$ cat src/debug_monitor_pkg.sv
// Shared constants and types for the debug monitor and freeze control block
package debug_monitor_pkg;

  // Register map (word addresses on the Avalon-MM slave)
  localparam logic [1:0] ADDR_DEBUG_CFG    = 2'h0;
  localparam logic [1:0] ADDR_FREEZE_EN    = 2'h1;
  localparam logic [1:0] ADDR_STATUS       = 2'h2;

  // Field positions
  localparam int CFG_ON_BIT       = 0;
  localparam int CFG_FREEZE_BIT   = 1;
  localparam int FEN_TIMER_BIT    = 0;
  localparam int FEN_TWO_WIRE_BIT = 1;

  // Reset values and writable masks
  localparam logic [7:0] CFG_RESET     = 8'h00;
  localparam logic [7:0] FEN_RESET     = 8'h00;
  localparam logic [7:0] WRITABLE_MASK = 8'h03;

  // Watchdog width and reset value
  localparam int          WDOG_W     = 16;
  localparam logic [15:0] WDOG_RESET = 16'h0000;

  // Bus transaction type codes
  typedef enum logic [2:0] {
    BT_IDLE     = 3'b000,
    BT_WAIT_INT = 3'b001,
    BT_INT_ACK  = 3'b010,
    BT_NONCORE  = 3'b011,
    BT_SEQ_FET  = 3'b100,
    BT_NSEQ_FET = 3'b101,
    BT_CORE_DAT = 3'b110,
    BT_EXC_DAT  = 3'b111
  } bus_type_t;

  // Zone codes of a core access
  typedef enum logic [1:0] {
    ZONE_ONCHIP   = 2'b00,
    ZONE_EXTERNAL = 2'b01,
    ZONE_BASE     = 2'b10,
    ZONE_IO       = 2'b11
  } zone_t;

endpackage : debug_monitor_pkg

$ cat src/freeze_gate_if.sv
// Interface carrying freeze controls from the register block to the monitor
interface freeze_gate_if;
  logic debugOn;
  logic freezeActive;
  logic timerFreeze;
  logic twoWireFreeze;

  modport regs (output debugOn, output freezeActive, output timerFreeze, output twoWireFreeze);
  modport core (input debugOn, input freezeActive, input timerFreeze, input twoWireFreeze);
endinterface : freeze_gate_if

$ cat src/debug_monitor_freeze_ctrl.sv
// Core bus monitor outputs, pipe status, emulator interrupt and freeze gating
//
// Functional notes
// - Drive transaction type code in first phase of each core bus cycle.
// - Drive code 000 on all other cycles, including second byte cycle.
// - Assert external, base or io zone select for those off-chip accesses.
// - On-chip accesses keep zone selects low, show address, enables, read flag.
// - Low lane enable for even byte, high lane enable for odd byte.
// - Read flag high on reads, low on writes.
// - Pulse pipe flow output on each instruction completion.
// - Instruction size flag 0 word, 1 double word, with completion.
// - Non-sequential fetch after flush comes no earlier than next cycle.
// - Debug configuration is 8-bit read/write, zero after reset.
// - Outside dev environment debug-enable stays 0, writes ignored.
// - Debug-enable allows emulator interrupt and other debug bits.
// - Emulator interrupt is falling-edge NMI when enabled, else ignored.
// - Freeze with debug-enable stops the watchdog counter.
// - Frozen watchdog keeps its count and resumes from it.
// - While frozen, reads cause no side effects.
// - NMI status register reads are unaffected by freeze.
// - Freeze bit has no effect while debug-enable is 0.
// - Freeze enable register is 8-bit read/write, zero after reset.
// - Freeze enable bit 0 freezes the multi-function timer.
// - Freeze enable bit 1 freezes the two-wire bus interface.
module debug_monitor_freeze_ctrl
(
  // Clock and reset
  input  wire logic        ref_clk,
  input  wire logic        reset_n,
  // Environment
  input  wire logic        devEnvironment,
  // Avalon-MM slave
  input  wire logic [1:0]  address,
  input  wire logic        read,
  input  wire logic        write,
  input  wire logic [31:0] writedata,
  input  wire logic [3:0]  byteenable,
  output logic      [31:0] readdata,
  output logic             waitrequest,
  // Core bus activity
  input  wire logic        coreCycleStart,
  input  wire logic [2:0]  coreCycleType,
  input  wire logic [1:0]  coreZone,
  input  wire logic [12:0] coreAddress,
  input  wire logic        coreByteAccess,
  input  wire logic        coreRead,
  // Core pipe activity
  input  wire logic        instrComplete,
  input  wire logic        instrDouble,
  // Core read strobes
  input  wire logic        coreReadStrobe,
  input  wire logic        nmiStatusRead,
  // Emulator interrupt and watchdog
  input  wire logic        emulatorInterrupt_n,
  input  wire logic        watchdogTick,
  input  wire logic        watchdogRefresh,
  // Monitor outputs
  output logic      [2:0]  busTransactionType,
  output logic             externalZoneSelect,
  output logic             baseZoneSelect,
  output logic             ioExpansionSelect,
  output logic      [12:0] monitorAddress,
  output logic             lowByteLaneEnable,
  output logic             highByteLaneEnable,
  output logic             coreReadFlag,
  output logic             pipeFlowPulse,
  output logic             instructionSizeFlag,
  // Freeze and interrupt outputs
  output logic             emulatorNmi,
  output logic             readSideEffectEnable,
  output logic             nmiStatusReadEnable,
  output logic             timerFreeze,
  output logic             twoWireFreeze,
  output logic      [15:0] watchdogCount
);

  freeze_gate_if gate ();

  ////////////////////////////////////////////////////////////////////////////
  // Register block

  debug_regs regs_i
  (
    .ref_clk        (ref_clk),
    .reset_n        (reset_n),
    .devEnvironment (devEnvironment),
    .address        (address),
    .read           (read),
    .write          (write),
    .writedata      (writedata),
    .byteenable     (byteenable),
    .statusByte     ({4'h0, gate.twoWireFreeze, gate.timerFreeze, gate.freezeActive,
                      gate.debugOn}),
    .readdata       (readdata),
    .waitrequest    (waitrequest),
    .gate           (gate)
  );

  ////////////////////////////////////////////////////////////////////////////
  // Bus monitor

  logic [2:0]  bst_q, bst_d;
  logic        external_zone_select_q, external_zone_select_d, base_zone_select_q, base_zone_select_d, io_expansion_select_q, io_expansion_select_d;
  logic [12:0] addr_q, addr_d;
  logic        be0_q, be0_d, be1_q, be1_d, rd_q, rd_d;
  logic        pfs_q, pfs_d, pli_q, pli_d;

  // Monitor next values
  always_comb
  begin
    bst_d   = debug_monitor_pkg::BT_IDLE;
    external_zone_select_d  = 1'b0;
    base_zone_select_d  = 1'b0;
    io_expansion_select_d = 1'b0;
    addr_d  = addr_q;
    be0_d   = be0_q;
    be1_d   = be1_q;
    rd_d    = rd_q;
    if (coreCycleStart)
    begin
      bst_d  = coreCycleType;
      addr_d = coreAddress;
      be0_d  = !coreByteAccess || !coreAddress[0];
      be1_d  = !coreByteAccess || coreAddress[0];
      rd_d   = coreRead;
      unique case (debug_monitor_pkg::zone_t'(coreZone))
        debug_monitor_pkg::ZONE_EXTERNAL: external_zone_select_d  = 1'b1;
        debug_monitor_pkg::ZONE_BASE:     base_zone_select_d  = 1'b1;
        debug_monitor_pkg::ZONE_IO:       io_expansion_select_d = 1'b1;
        debug_monitor_pkg::ZONE_ONCHIP:   external_zone_select_d  = 1'b0;
      endcase
    end
    pfs_d = instrComplete;
    pli_d = instrComplete & instrDouble;
  end

  // Monitor registers
  always_ff @(posedge ref_clk or negedge reset_n)
  begin
    if (!reset_n)
    begin
      bst_q   <= debug_monitor_pkg::BT_IDLE;
      external_zone_select_q  <= 1'b0;
      base_zone_select_q  <= 1'b0;
      io_expansion_select_q <= 1'b0;
      addr_q  <= 13'h0000;
      be0_q   <= 1'b0;
      be1_q   <= 1'b0;
      rd_q    <= 1'b0;
      pfs_q   <= 1'b0;
      pli_q   <= 1'b0;
    end
    else
    begin
      bst_q   <= bst_d;
      external_zone_select_q  <= external_zone_select_d;
      base_zone_select_q  <= base_zone_select_d;
      io_expansion_select_q <= io_expansion_select_d;
      addr_q  <= addr_d;
      be0_q   <= be0_d;
      be1_q   <= be1_d;
      rd_q    <= rd_d;
      pfs_q   <= pfs_d;
      pli_q   <= pli_d;
    end
  end

  // Monitor outputs from flops
  assign busTransactionType  = bst_q;
  assign externalZoneSelect  = external_zone_select_q;
  assign baseZoneSelect      = base_zone_select_q;
  assign ioExpansionSelect   = io_expansion_select_q;
  assign monitorAddress      = addr_q;
  assign lowByteLaneEnable   = be0_q;
  assign highByteLaneEnable  = be1_q;
  assign coreReadFlag        = rd_q;
  assign pipeFlowPulse       = pfs_q;
  assign instructionSizeFlag = pli_q;

  ////////////////////////////////////////////////////////////////////////////
  // Emulator interrupt and watchdog

  logic        iseLast_q, iseLast_d, nmi_q, nmi_d;
  logic [15:0] wdog_q, wdog_d;

  // Interrupt edge and watchdog next values
  always_comb
  begin
    iseLast_d = emulatorInterrupt_n;
    nmi_d = gate.debugOn & iseLast_q & !emulatorInterrupt_n;
    wdog_d = wdog_q;
    if (watchdogRefresh)
      wdog_d = debug_monitor_pkg::WDOG_RESET;
    else if (watchdogTick && !gate.freezeActive)
      wdog_d = wdog_q + 16'h0001;
  end

  // Interrupt and watchdog registers
  always_ff @(posedge ref_clk or negedge reset_n)
  begin
    if (!reset_n)
    begin
      iseLast_q <= 1'b1;
      nmi_q     <= 1'b0;
      wdog_q    <= debug_monitor_pkg::WDOG_RESET;
    end
    else
    begin
      iseLast_q <= iseLast_d;
      nmi_q     <= nmi_d;
      wdog_q    <= wdog_d;
    end
  end

  assign emulatorNmi   = nmi_q;
  assign watchdogCount = wdog_q;

  assign readSideEffectEnable = coreReadStrobe & !gate.freezeActive;
  assign nmiStatusReadEnable  = nmiStatusRead;
  assign timerFreeze   = gate.timerFreeze;
  assign twoWireFreeze = gate.twoWireFreeze;

  ////////////////////////////////////////////////////////////////////////////
  // Assertions

  idle_code_a: assert property (@(posedge ref_clk) disable iff (!reset_n)
    !$past(coreCycleStart) |-> busTransactionType == debug_monitor_pkg::BT_IDLE)
    else $error("nonzero code outside first phase");
  type_code_a: assert property (@(posedge ref_clk) disable iff (!reset_n)
    coreCycleStart |=> busTransactionType == $past(coreCycleType))
    else $error("transaction code mismatch");
  zone_sel_a: assert property (@(posedge ref_clk) disable iff (!reset_n)
    coreCycleStart |=>
      (externalZoneSelect == ($past(coreZone) == debug_monitor_pkg::ZONE_EXTERNAL))
      && (baseZoneSelect == ($past(coreZone) == debug_monitor_pkg::ZONE_BASE))
      && (ioExpansionSelect == ($past(coreZone) == debug_monitor_pkg::ZONE_IO)))
    else $error("zone select mismatch");
  onchip_sel_a: assert property (@(posedge ref_clk) disable iff (!reset_n)
    coreCycleStart && coreZone == debug_monitor_pkg::ZONE_ONCHIP |=>
      !externalZoneSelect && !baseZoneSelect && !ioExpansionSelect)
    else $error("zone select on on-chip access");
  addr_shown_a: assert property (@(posedge ref_clk) disable iff (!reset_n)
    coreCycleStart |=> monitorAddress == $past(coreAddress))
    else $error("monitor address mismatch");
  odd_lane_a: assert property (@(posedge ref_clk) disable iff (!reset_n)
    coreCycleStart && coreByteAccess && coreAddress[0] |=>
      highByteLaneEnable && !lowByteLaneEnable)
    else $error("odd byte lane wrong");
  even_lane_a: assert property (@(posedge ref_clk) disable iff (!reset_n)
    coreCycleStart && coreByteAccess && !coreAddress[0] |=>
      lowByteLaneEnable && !highByteLaneEnable)
    else $error("even byte lane wrong");
  word_lanes_a: assert property (@(posedge ref_clk) disable iff (!reset_n)
    coreCycleStart && !coreByteAccess |=> lowByteLaneEnable && highByteLaneEnable)
    else $error("word lanes wrong");
  read_flag_a: assert property (@(posedge ref_clk) disable iff (!reset_n)
    coreCycleStart |=> coreReadFlag == $past(coreRead))
    else $error("read flag mismatch");

  pipe_pulse_a: assert property (@(posedge ref_clk) disable iff (!reset_n)
    pipeFlowPulse == $past(instrComplete))
    else $error("pipe flow pulse mismatch");
  size_flag_a: assert property (@(posedge ref_clk) disable iff (!reset_n)
    instructionSizeFlag == (pipeFlowPulse && $past(instrDouble)))
    else $error("instruction size flag mismatch");
  fetch_order_a: assert property (@(posedge ref_clk) disable iff (!reset_n)
    instrComplete ##1 (coreCycleStart && coreCycleType == debug_monitor_pkg::BT_NSEQ_FET)
      |=> busTransactionType == debug_monitor_pkg::BT_NSEQ_FET && $past(pipeFlowPulse))
    else $error("fetch shown before pipe pulse");

  wdog_hold_a: assert property (@(posedge ref_clk) disable iff (!reset_n)
    gate.freezeActive && !watchdogRefresh |=> $stable(watchdogCount))
    else $error("watchdog moved while frozen");
  wdog_count_a: assert property (@(posedge ref_clk) disable iff (!reset_n)
    watchdogTick && !watchdogRefresh && !gate.freezeActive |=>
      watchdogCount == $past(watchdogCount) + 16'h0001)
    else $error("watchdog did not count");

  nmi_gate_a: assert property (@(posedge ref_clk) disable iff (!reset_n)
    !$past(gate.debugOn) |-> !emulatorNmi)
    else $error("emulator nmi while disabled");
  nmi_edge_a: assert property (@(posedge ref_clk) disable iff (!reset_n)
    gate.debugOn && $fell(emulatorInterrupt_n) |=> emulatorNmi)
    else $error("emulator nmi missed");
  nmi_single_a: assert property (@(posedge ref_clk) disable iff (!reset_n)
    emulatorNmi |=> !emulatorNmi)
    else $error("emulator nmi longer than one cycle");

  freeze_on_a: assert property (@(posedge ref_clk) disable iff (!reset_n)
    !gate.debugOn |-> !timerFreeze && !twoWireFreeze
      && readSideEffectEnable == coreReadStrobe)
    else $error("freeze effective without debug enable");
  read_gate_a: assert property (@(posedge ref_clk) disable iff (!reset_n)
    gate.freezeActive |-> !readSideEffectEnable)
    else $error("read side effect while frozen");
  nmi_exempt_a: assert property (@(posedge ref_clk) disable iff (!reset_n)
    nmiStatusReadEnable == nmiStatusRead)
    else $error("nmi status read blocked");
  timer_gate_a: assert property (@(posedge ref_clk) disable iff (!reset_n)
    timerFreeze |-> gate.freezeActive)
    else $error("timer frozen without freeze");
  wire_gate_a: assert property (@(posedge ref_clk) disable iff (!reset_n)
    twoWireFreeze |-> gate.freezeActive)
    else $error("two-wire frozen without freeze");

endmodule : debug_monitor_freeze_ctrl

$ cat src/debug_regs.sv
// Debug configuration and freeze enable registers with Avalon-MM slave
module debug_regs
(
  // Clock and reset
  input  wire logic        ref_clk,
  input  wire logic        reset_n,
  // Environment
  input  wire logic        devEnvironment,
  // Avalon-MM slave
  input  wire logic [1:0]  address,
  input  wire logic        read,
  input  wire logic        write,
  input  wire logic [31:0] writedata,
  input  wire logic [3:0]  byteenable,
  input  wire logic [7:0]  statusByte,
  output logic      [31:0] readdata,
  output logic             waitrequest,
  // Freeze controls
  freeze_gate_if.regs      gate
);

  logic [7:0]  cfg_q, cfg_d;
  logic [7:0]  fen_q, fen_d;
  logic [31:0] rdata_q, rdata_d;
  logic        ack_q, ack_d;

  // One wait cycle: request answered on the second edge
  assign waitrequest = (read | write) & ~ack_q;
  assign readdata    = rdata_q;

  // Next-state of registers
  always_comb
  begin
    cfg_d   = cfg_q;
    fen_d   = fen_q;
    rdata_d = rdata_q;
    ack_d   = 1'b0;
    // Write lands only on the edge where waitrequest is seen low
    if (write && ack_q && byteenable[0])
    begin
      unique case (address)
        debug_monitor_pkg::ADDR_DEBUG_CFG:
        begin
          cfg_d = writedata[7:0] & debug_monitor_pkg::WRITABLE_MASK;
          if (!devEnvironment)
            cfg_d[debug_monitor_pkg::CFG_ON_BIT] = 1'b0;
        end
        debug_monitor_pkg::ADDR_FREEZE_EN:
          fen_d = writedata[7:0] & debug_monitor_pkg::WRITABLE_MASK;
        default:
          fen_d = fen_q;
      endcase
    end
    // First edge of a request: read data latched, stands at the completing edge
    if ((read | write) && !ack_q)
    begin
      ack_d = 1'b1;
      if (read)
      begin
        unique case (address)
          debug_monitor_pkg::ADDR_DEBUG_CFG: rdata_d = {24'h000000, cfg_q};
          debug_monitor_pkg::ADDR_FREEZE_EN: rdata_d = {24'h000000, fen_q};
          debug_monitor_pkg::ADDR_STATUS:    rdata_d = {24'h000000, statusByte};
          default:                           rdata_d = 32'h00000000;
        endcase
      end
    end
    if (!devEnvironment)
      cfg_d[debug_monitor_pkg::CFG_ON_BIT] = 1'b0;
  end

  always_ff @(posedge ref_clk or negedge reset_n)
  begin
    if (!reset_n)
    begin
      cfg_q   <= debug_monitor_pkg::CFG_RESET;
      fen_q   <= debug_monitor_pkg::FEN_RESET;
      rdata_q <= 32'h00000000;
      ack_q   <= 1'b0;
    end
    else
    begin
      cfg_q   <= cfg_d;
      fen_q   <= fen_d;
      rdata_q <= rdata_d;
      ack_q   <= ack_d;
    end
  end

  assign gate.debugOn       = cfg_q[debug_monitor_pkg::CFG_ON_BIT];
  assign gate.freezeActive  = cfg_q[debug_monitor_pkg::CFG_ON_BIT]
                            & cfg_q[debug_monitor_pkg::CFG_FREEZE_BIT];
  assign gate.timerFreeze   = gate.freezeActive & fen_q[debug_monitor_pkg::FEN_TIMER_BIT];
  assign gate.twoWireFreeze = gate.freezeActive & fen_q[debug_monitor_pkg::FEN_TWO_WIRE_BIT];

  // Reserved bits stay zero
  // reserved read zero
  reserved_zero_a: assert property (@(posedge ref_clk) disable iff (!reset_n)
    (cfg_q[7:2] == 6'h00) && (fen_q[7:2] == 6'h00))
    else $error("reserved bits set");
  on_outside_dev_a: assert property (@(posedge ref_clk) disable iff (!reset_n)
    !$past(devEnvironment) |-> !cfg_q[debug_monitor_pkg::CFG_ON_BIT])
    else $error("on bit set outside dev");

endmodule : debug_regs

$ cat config.mk
export PLATFORM = sky130hd
export DESIGN_NAME = debug_monitor_freeze_ctrl
export DESIGN_NICKNAME = d
export VERILOG_FILES = /design/src/debug_monitor_pkg.sv /design/src/freeze_gate_if.sv /design/src/debug_monitor_freeze_ctrl.sv /design/src/debug_regs.sv
export SDC_FILE = /design/constraint.sdc
export NUM_CORES = 1
export LEC_CHECK = 0
export BUFFER_PORTS_ARGS = -buffer_cell sky130_fd_sc_hd__buf_2
export CAP_MARGIN = 20
export CORE_UTILIZATION = 40
export CTS_BUF_LIST = sky130_fd_sc_hd__clkbuf_16
export DETAILED_ROUTE_END_ITERATION = 8
export GPL_ROUTABILITY_DRIVEN = 0
export GPL_TIMING_DRIVEN = 0
export PLACE_DENSITY = 0.78
export SETUP_SLACK_MARGIN = 0.5
export SKIP_LAST_GASP = 1
export SYNTH_ARGS = -nofsm -noshare
export SYNTH_HDL_FRONTEND = slang
export SYNTH_SLANG_ARGS = --single-unit
$ cat constraint.sdc
create_clock -name ref_clk -period 1.8 [get_ports ref_clk]
set_input_delay 0.18 -clock ref_clk [delete_from_list [all_inputs] [get_ports ref_clk]]
set_output_delay 0.18 -clock ref_clk [all_outputs]
set_load 0.1 [all_outputs]
## Word level (Yosys, flattened, before mapping)

Index checks and enable logic that the tools add are counted.

| cells by class | value |
|---|---|
| bitwise logic cells | 10 |
| multiplexer cells | 14 |
| $add $sub $neg | 1 |
| reductions and logical operators | 17 |
| eq/ne operators | 7 |

Operators with widths:

| cell | count |
|---|---|
| 16-bit two-way mux | 2 |
| 16-bit by 1-bit adder with 16-bit output, second input constant | 1 |
| 4-bit case mux with 3 select lines | 1 |
| 1-bit two-way mux | 10 |
| 1-bit AND | 8 |
| 2-bit AND reduction | 4 |
| 2-bit equality test, second input constant | 3 |
| 1-bit logical NOT | 5 |
| 2-bit by 1-bit equality test with 1-bit output, second input constant | 2 |
| 1-bit logical AND | 4 |
| 2-bit by 1-bit inequality test with 1-bit output, second input constant | 2 |
| 3-bit two-way mux | 1 |
| 2-bit logical NOT | 1 |
| 1-bit logical OR | 2 |
| 2-bit nonzero test | 1 |
| 1-bit NOT | 1 |
| 1-bit OR | 1 |

| storage, ports and cells | value |
|---|---|
| input bits | 71 |
| bits in registers | 79 |
| output and inout bits | 78 |

## Logic depth before layout (Yosys ltp)

| logic depth | value |
|---|---|
| depth in word-level cells | 5 |
| mapped depth | 5 |

## By module

A second synthesis with hierarchy kept.

| second synthesis, totals | value |
|---|---|
| cell total of the unflattened synthesis | 209 |
| area total of the unflattened synthesis | 2,457.4 sq um |

Modules (own cells, without submodules):

| module | times used | area an instance (sq um) | seq. area each (sq um) | cells each |
|---|---|---|---|---|
| debug_monitor_freeze_ctrl | 1 | 1,707.9 | 1,052.3 | 140 |
| debug_regs | 1 | 749.5 | 325.3 | 69 |

## Least setup slack after synthesis

OpenSTA, ideal clock, no wires.

| timing | value |
|---|---|
| kind | reg2reg |
| start | reg wdog_q[0], in the netlist watchdogCount[0] |
| end | reg wdog_q[12], in the netlist watchdogCount[12] |
| arrival | 2.212 ns |
| setup time | 0.078 ns |
| period minus slack after synthesis | 2.289 ns |
| buffers on the path | 0 |
| required time | 1.722 ns |
| stages on the path, launching flop included | 6 |
| path slack | -0.489 ns |
| cell sequence | dfrtp_1 > ha_1 > nand3_1 > or2_4 > or4_1 > a21oi_1 |

| on the way | value |
|---|---|
| longest elaborated chain between the ends | 3 |

RTL lines:

| item | line | source |
|---|---|---|
| start: declaration | debug_monitor_freeze_ctrl.sv:184 | `logic [15:0] wdog_q, wdog_d;` |
| start signal: assignment | debug_monitor_freeze_ctrl.sv:205 | `wdog_q <= debug_monitor_pkg::WDOG_RESET;` |
| start signal: assignment | debug_monitor_freeze_ctrl.sv:211 | `wdog_q <= wdog_d;` |
| 16-bit by 1-bit adder with 16-bit output | debug_monitor_freeze_ctrl.sv:195 | `wdog_d = wdog_q + 16'h0001;` |
| 16-bit two-way mux | debug_monitor_freeze_ctrl.sv:194 | `else if (watchdogTick && !gate.freezeActive)` |
| 16-bit two-way mux | debug_monitor_freeze_ctrl.sv:192 | `if (watchdogRefresh)` |

No other way between the ends. The select of a mux whose other input is x is not followed.
A chain may end at the register's enable or synchronous reset.

## Worst setup path after layout

| timing | value |
|---|---|
| start | reg wdog_q[1], in the netlist watchdogCount[1] |
| end | reg wdog_q[12], in the netlist watchdogCount[12] |

The elaborated chain is that of the path after synthesis.

==> qor.csv <==
stage,metric,value,unit
status,status,finished clean,
logic_synthesis,Synth Flop Type,dfrtp_1,
logic_synthesis,commonest cells in the synthesized netlist,"dfrtp_1 (50), buf_4 (29), nand2_1 (18), nor2_1 (18), mux2_2 (17)",
logic_synthesis,Post-Synth Adder-Cell Area,0.5283,%
global_route,first-pass GRT wire length,8776,microns
critical_path,ordered list of cells on the worst path,ha_4 -> nand3_4 -> or2_4 -> or4_4 -> a21oi_2,
logic_synthesis,largest family of logic cells by synthesized area,simple AND/OR/NAND/NOR gates,
timing,Final WS setup,197.5,ps
pwr,switching portion of total power,36.85,%
logic_synthesis,top-count cell post-synth,dfrtp_1,
logic_synthesis,sequential cell area fraction in the yosys report,53.94,%
drt,drt via density,4.684,
timing,hold_ws,14.28,ps
global_route,GRT met2 Usage,32.43,%
logic_synthesis,Post-synth EDFFs,0,
pwr,Combinational Power Share,31.0,%
min_path,Hold Path Class,in -> reg,
logic_synthesis,#FFs+latches synth,51,
place,DP Worst Slack,-42.75,ps
logic_synthesis,Ys Warns,0,
place,Port Buf Inserts,83,
job,max-cap viol count,0,
clock_tree,clock root buffer,clkbuf_16,
logic_synthesis,Synth Area in Compound Gates,5.388,%
critical_path,"critical path fanouts, max",4,
floorplan,I/O pin total,149,
logic_synthesis,"FFs w/ async S/R, synth",100.0,%
logic_synthesis,syn_area_per_cell,11.17,sq um
critical_path,CP max stage delay,450,ps
floorplan,row count,27,
drt,initial drt markers,82,
critical_path,Worst Path Buf+Inv,0,
drt,Routed WL,5835,microns
global_route,vias in the first global route,1978,
logic_synthesis,number of distinct library cells after synthesis,37,
pwr,P_sw,0.001324,W
critical_path,Crit Path Category,reg -> reg,
logic_synthesis,Synth Area in XOR/XNOR,3.698,%
global_route,met3 usage,6.897,%
logic_synthesis,"top cells by area, synth","dfrtp_1 (53%), buf_4 (9.2%), mux2_2 (8.1%)",
global_route,Most Crowded Layer GR,met2,
global_route,grt ovf,0,
logic_synthesis,Post-Synthesis Cells,212,
pwr,Max VDD drop,0.7475,mV
floorplan,full die area,6233,sq um
floorplan,starting density of the core,42.24,%
clock_tree,CTS Buffer Depth,2,
timing,Final Hold Fails,0,
drt,DRT antenna net count,0,
global_route,largest net degree at the start of global routing,34,
clock_tree,Worst-path clk slew,70,ps
place,DPL Wire Length,3581,microns
pwr,Leak,1.868,nW
timing,final period utilization,89.03,%
timing,Worst-Margin Slew,511.5,ps
critical_path,Setup crit start kind,flip-flop,
clock_tree,CTS tree,done,
pwr,clock share of power,33.1,%
timing,Slew Limit Headroom,65.90,%
pwr,Pint,0.002269,W
pwr,Sequential Power Share,35.9,%
logic_synthesis,Simple-Gate Fraction of Synth Area,16.01,%
logic_synthesis,multiplexer share of the synthesized area,9.350,%
critical_path,CP Capture Type,flip-flop,
timing,Slew Limit Fails,0,
final_layout,# fillers,420,
clock_tree,H-tree Lvls,2,
global_route,met1 usage,19.99,%
final_layout,number of diodes,0,
critical_path,Worst Path Required,2010,ps
final_layout,layout cell share with drive strength beyond 1,57.06,%
final_layout,multi-input logic area,1092,sq um
clock_tree,total CTS buffers,5,
global_route,GRT Overall Usage,18.18,%
floorplan,die width,78.95,microns
timing,RSZ-0062 raised after global routing,yes,
final_layout,Nets,432,
timing,count of final setup violators,0,
logic_synthesis,Synth area leader,dfrtp_1,
logic_synthesis,cell area after synthesis,2369,sq um
logic_synthesis,area share of the largest cell type after synthesis,52.83,%
global_route,initial antenna violation count,0,
critical_path,critical path data arrival time,1820,ps
pwr,Pwr per Cell Area,945.8,nW/um^2
timing,Layout Skew,9.638,ps
floorplan,die height,78.95,microns
final_layout,synth-to-layout area growth,60.38,%
floorplan,CORE AREA,5608,sq um
timing,Tmin final,1602,ps
drt,Routed wire per std cell,13.48,microns
drt,Vias,2028,
drt,DRC Markers,0,
drt,drt first pass iters,4,
clock_tree,"Clk Latency, worst-skew pair",290,ps
clock_tree,clk sinks,51,
final_layout,FF/Latch Area,1316,sq um
critical_path,Top delay family on crit path,simple AND/OR/NAND/NOR gates,
critical_path,CP max stage cell,dfrtp_4,
timing,Max Freq,624.0,MHz
-- sequential cells by signal (all words and copies together), names as in the netlist, 2 cells and up --
signal	cells
watchdogCount	16
monitorAddress	13
regs_i.readdata	4
busTransactionType	3
regs_i.cfg_q	2
regs_i.fen_q	2
-- cells in the final DEF, fill, tap and decap left out, drive strengths merged, types with 6 or more instances in the layout --
master,netlist,final
buf,30,140
conb,1,28
clkbuf,6,12
mux2,17,17
nor2,18,18
xor2,6,6
a21oi,6,6
nand4,5,6
dfrtp,50,50
nand2,18,18
-- through the flow --
stage	power [W]	cell area [sq um]	cells	TNS, ps	utilization, %
after floorplan	0.002174	2550	239	0	-
after global placement	0.002321	3055	394	0	54.48
after detailed placement	0.002337	3075	395	-62.68	54.84
after CTS	0.003578	3565	420	0	63.57
after global routing	0.003728	3799	433	0	67.74
final	0.003593	3799	433	0	67.74
-- cell families after synthesis --
kind of cell               Yosys count
buffers and inverters               38
xor gates and xnor gates            10
adders and majority gates            1
AOI/OAI and AO/OA                   20
other                                1
DFF                                 51
muxes                               20
and+or+nand+nor                     71
-- power groups by stage --
stage	Clock (W)	Sequential, W	Combinational (W)
floorplan	0	0.00171	0.000462
global placement	0	0.00130	0.00102
detailed placement	0	0.00131	0.00103
CTS	0.00122	0.00129	0.00107
global route	0.00127	0.00130	0.00116
finish	0.00119	0.00129	0.00111
-- layout make-up --
class                           instances  share of cell area (%)
Sequential cell                        51                   34.65
Tap cell                               72                   2.372
Inverter                                2                  0.1976
Timing Repair Buffer                  113                   22.43
Multi-Input combinational cell        151                   28.76
Buffer                                 36                   6.621
Clock buffer                            5                   3.294
Clock inverter                          3                   1.680
-- metal layers --
| metal | wire length (microns) | vias up |
|---|---|---|
| li1 | - | 964 |
| met1 | 2223 | 959 |
| met2 | 3146 | 95 |
| met3 | 370 | 10 |
| met4 | 95 | 0 |
| met5 | 0 | - |
-- final timing paths --
kind / start / endpoint / slack, ps / cells past startpoint
worst max-delay path: watchdogCount[1]$_DFFE_PN0P_ / watchdogCount[12]$_DFFE_PN0P_ / 200 / 5
worst min-delay path: instrComplete / pipeFlowPulse$_DFF_PN0_ / 10 / 1
worst max register to register: watchdogCount[1]$_DFFE_PN0P_ / watchdogCount[12]$_DFFE_PN0P_ / 200 / 5
worst min register to register: regs_i.readdata[2]$_DFFE_PN0P_ / regs_i.readdata[2]$_DFFE_PN0P_ / 480 / 2
max in group asynchronous: reset_n / iseLast_q$_DFF_PN1_ / 810 / 3
min in group asynchronous: reset_n / watchdogCount[6]$_DFFE_PN0P_ / 390 / 2
-- repair_timing --
| item | CTS | global route |
|---|---|---|
| hold endpoints to repair | 19 | 0 |
| hold buffers | 2 | 0 |
| setup buffers | 14 | 13 |
| resized for setup | 46 | 30 |
| setup endpoints to repair | 31 | 27 |
| pin swaps | 7 | 15 |
| cloned | 1 | 0 |
Power figures use the tool's default switching activity.
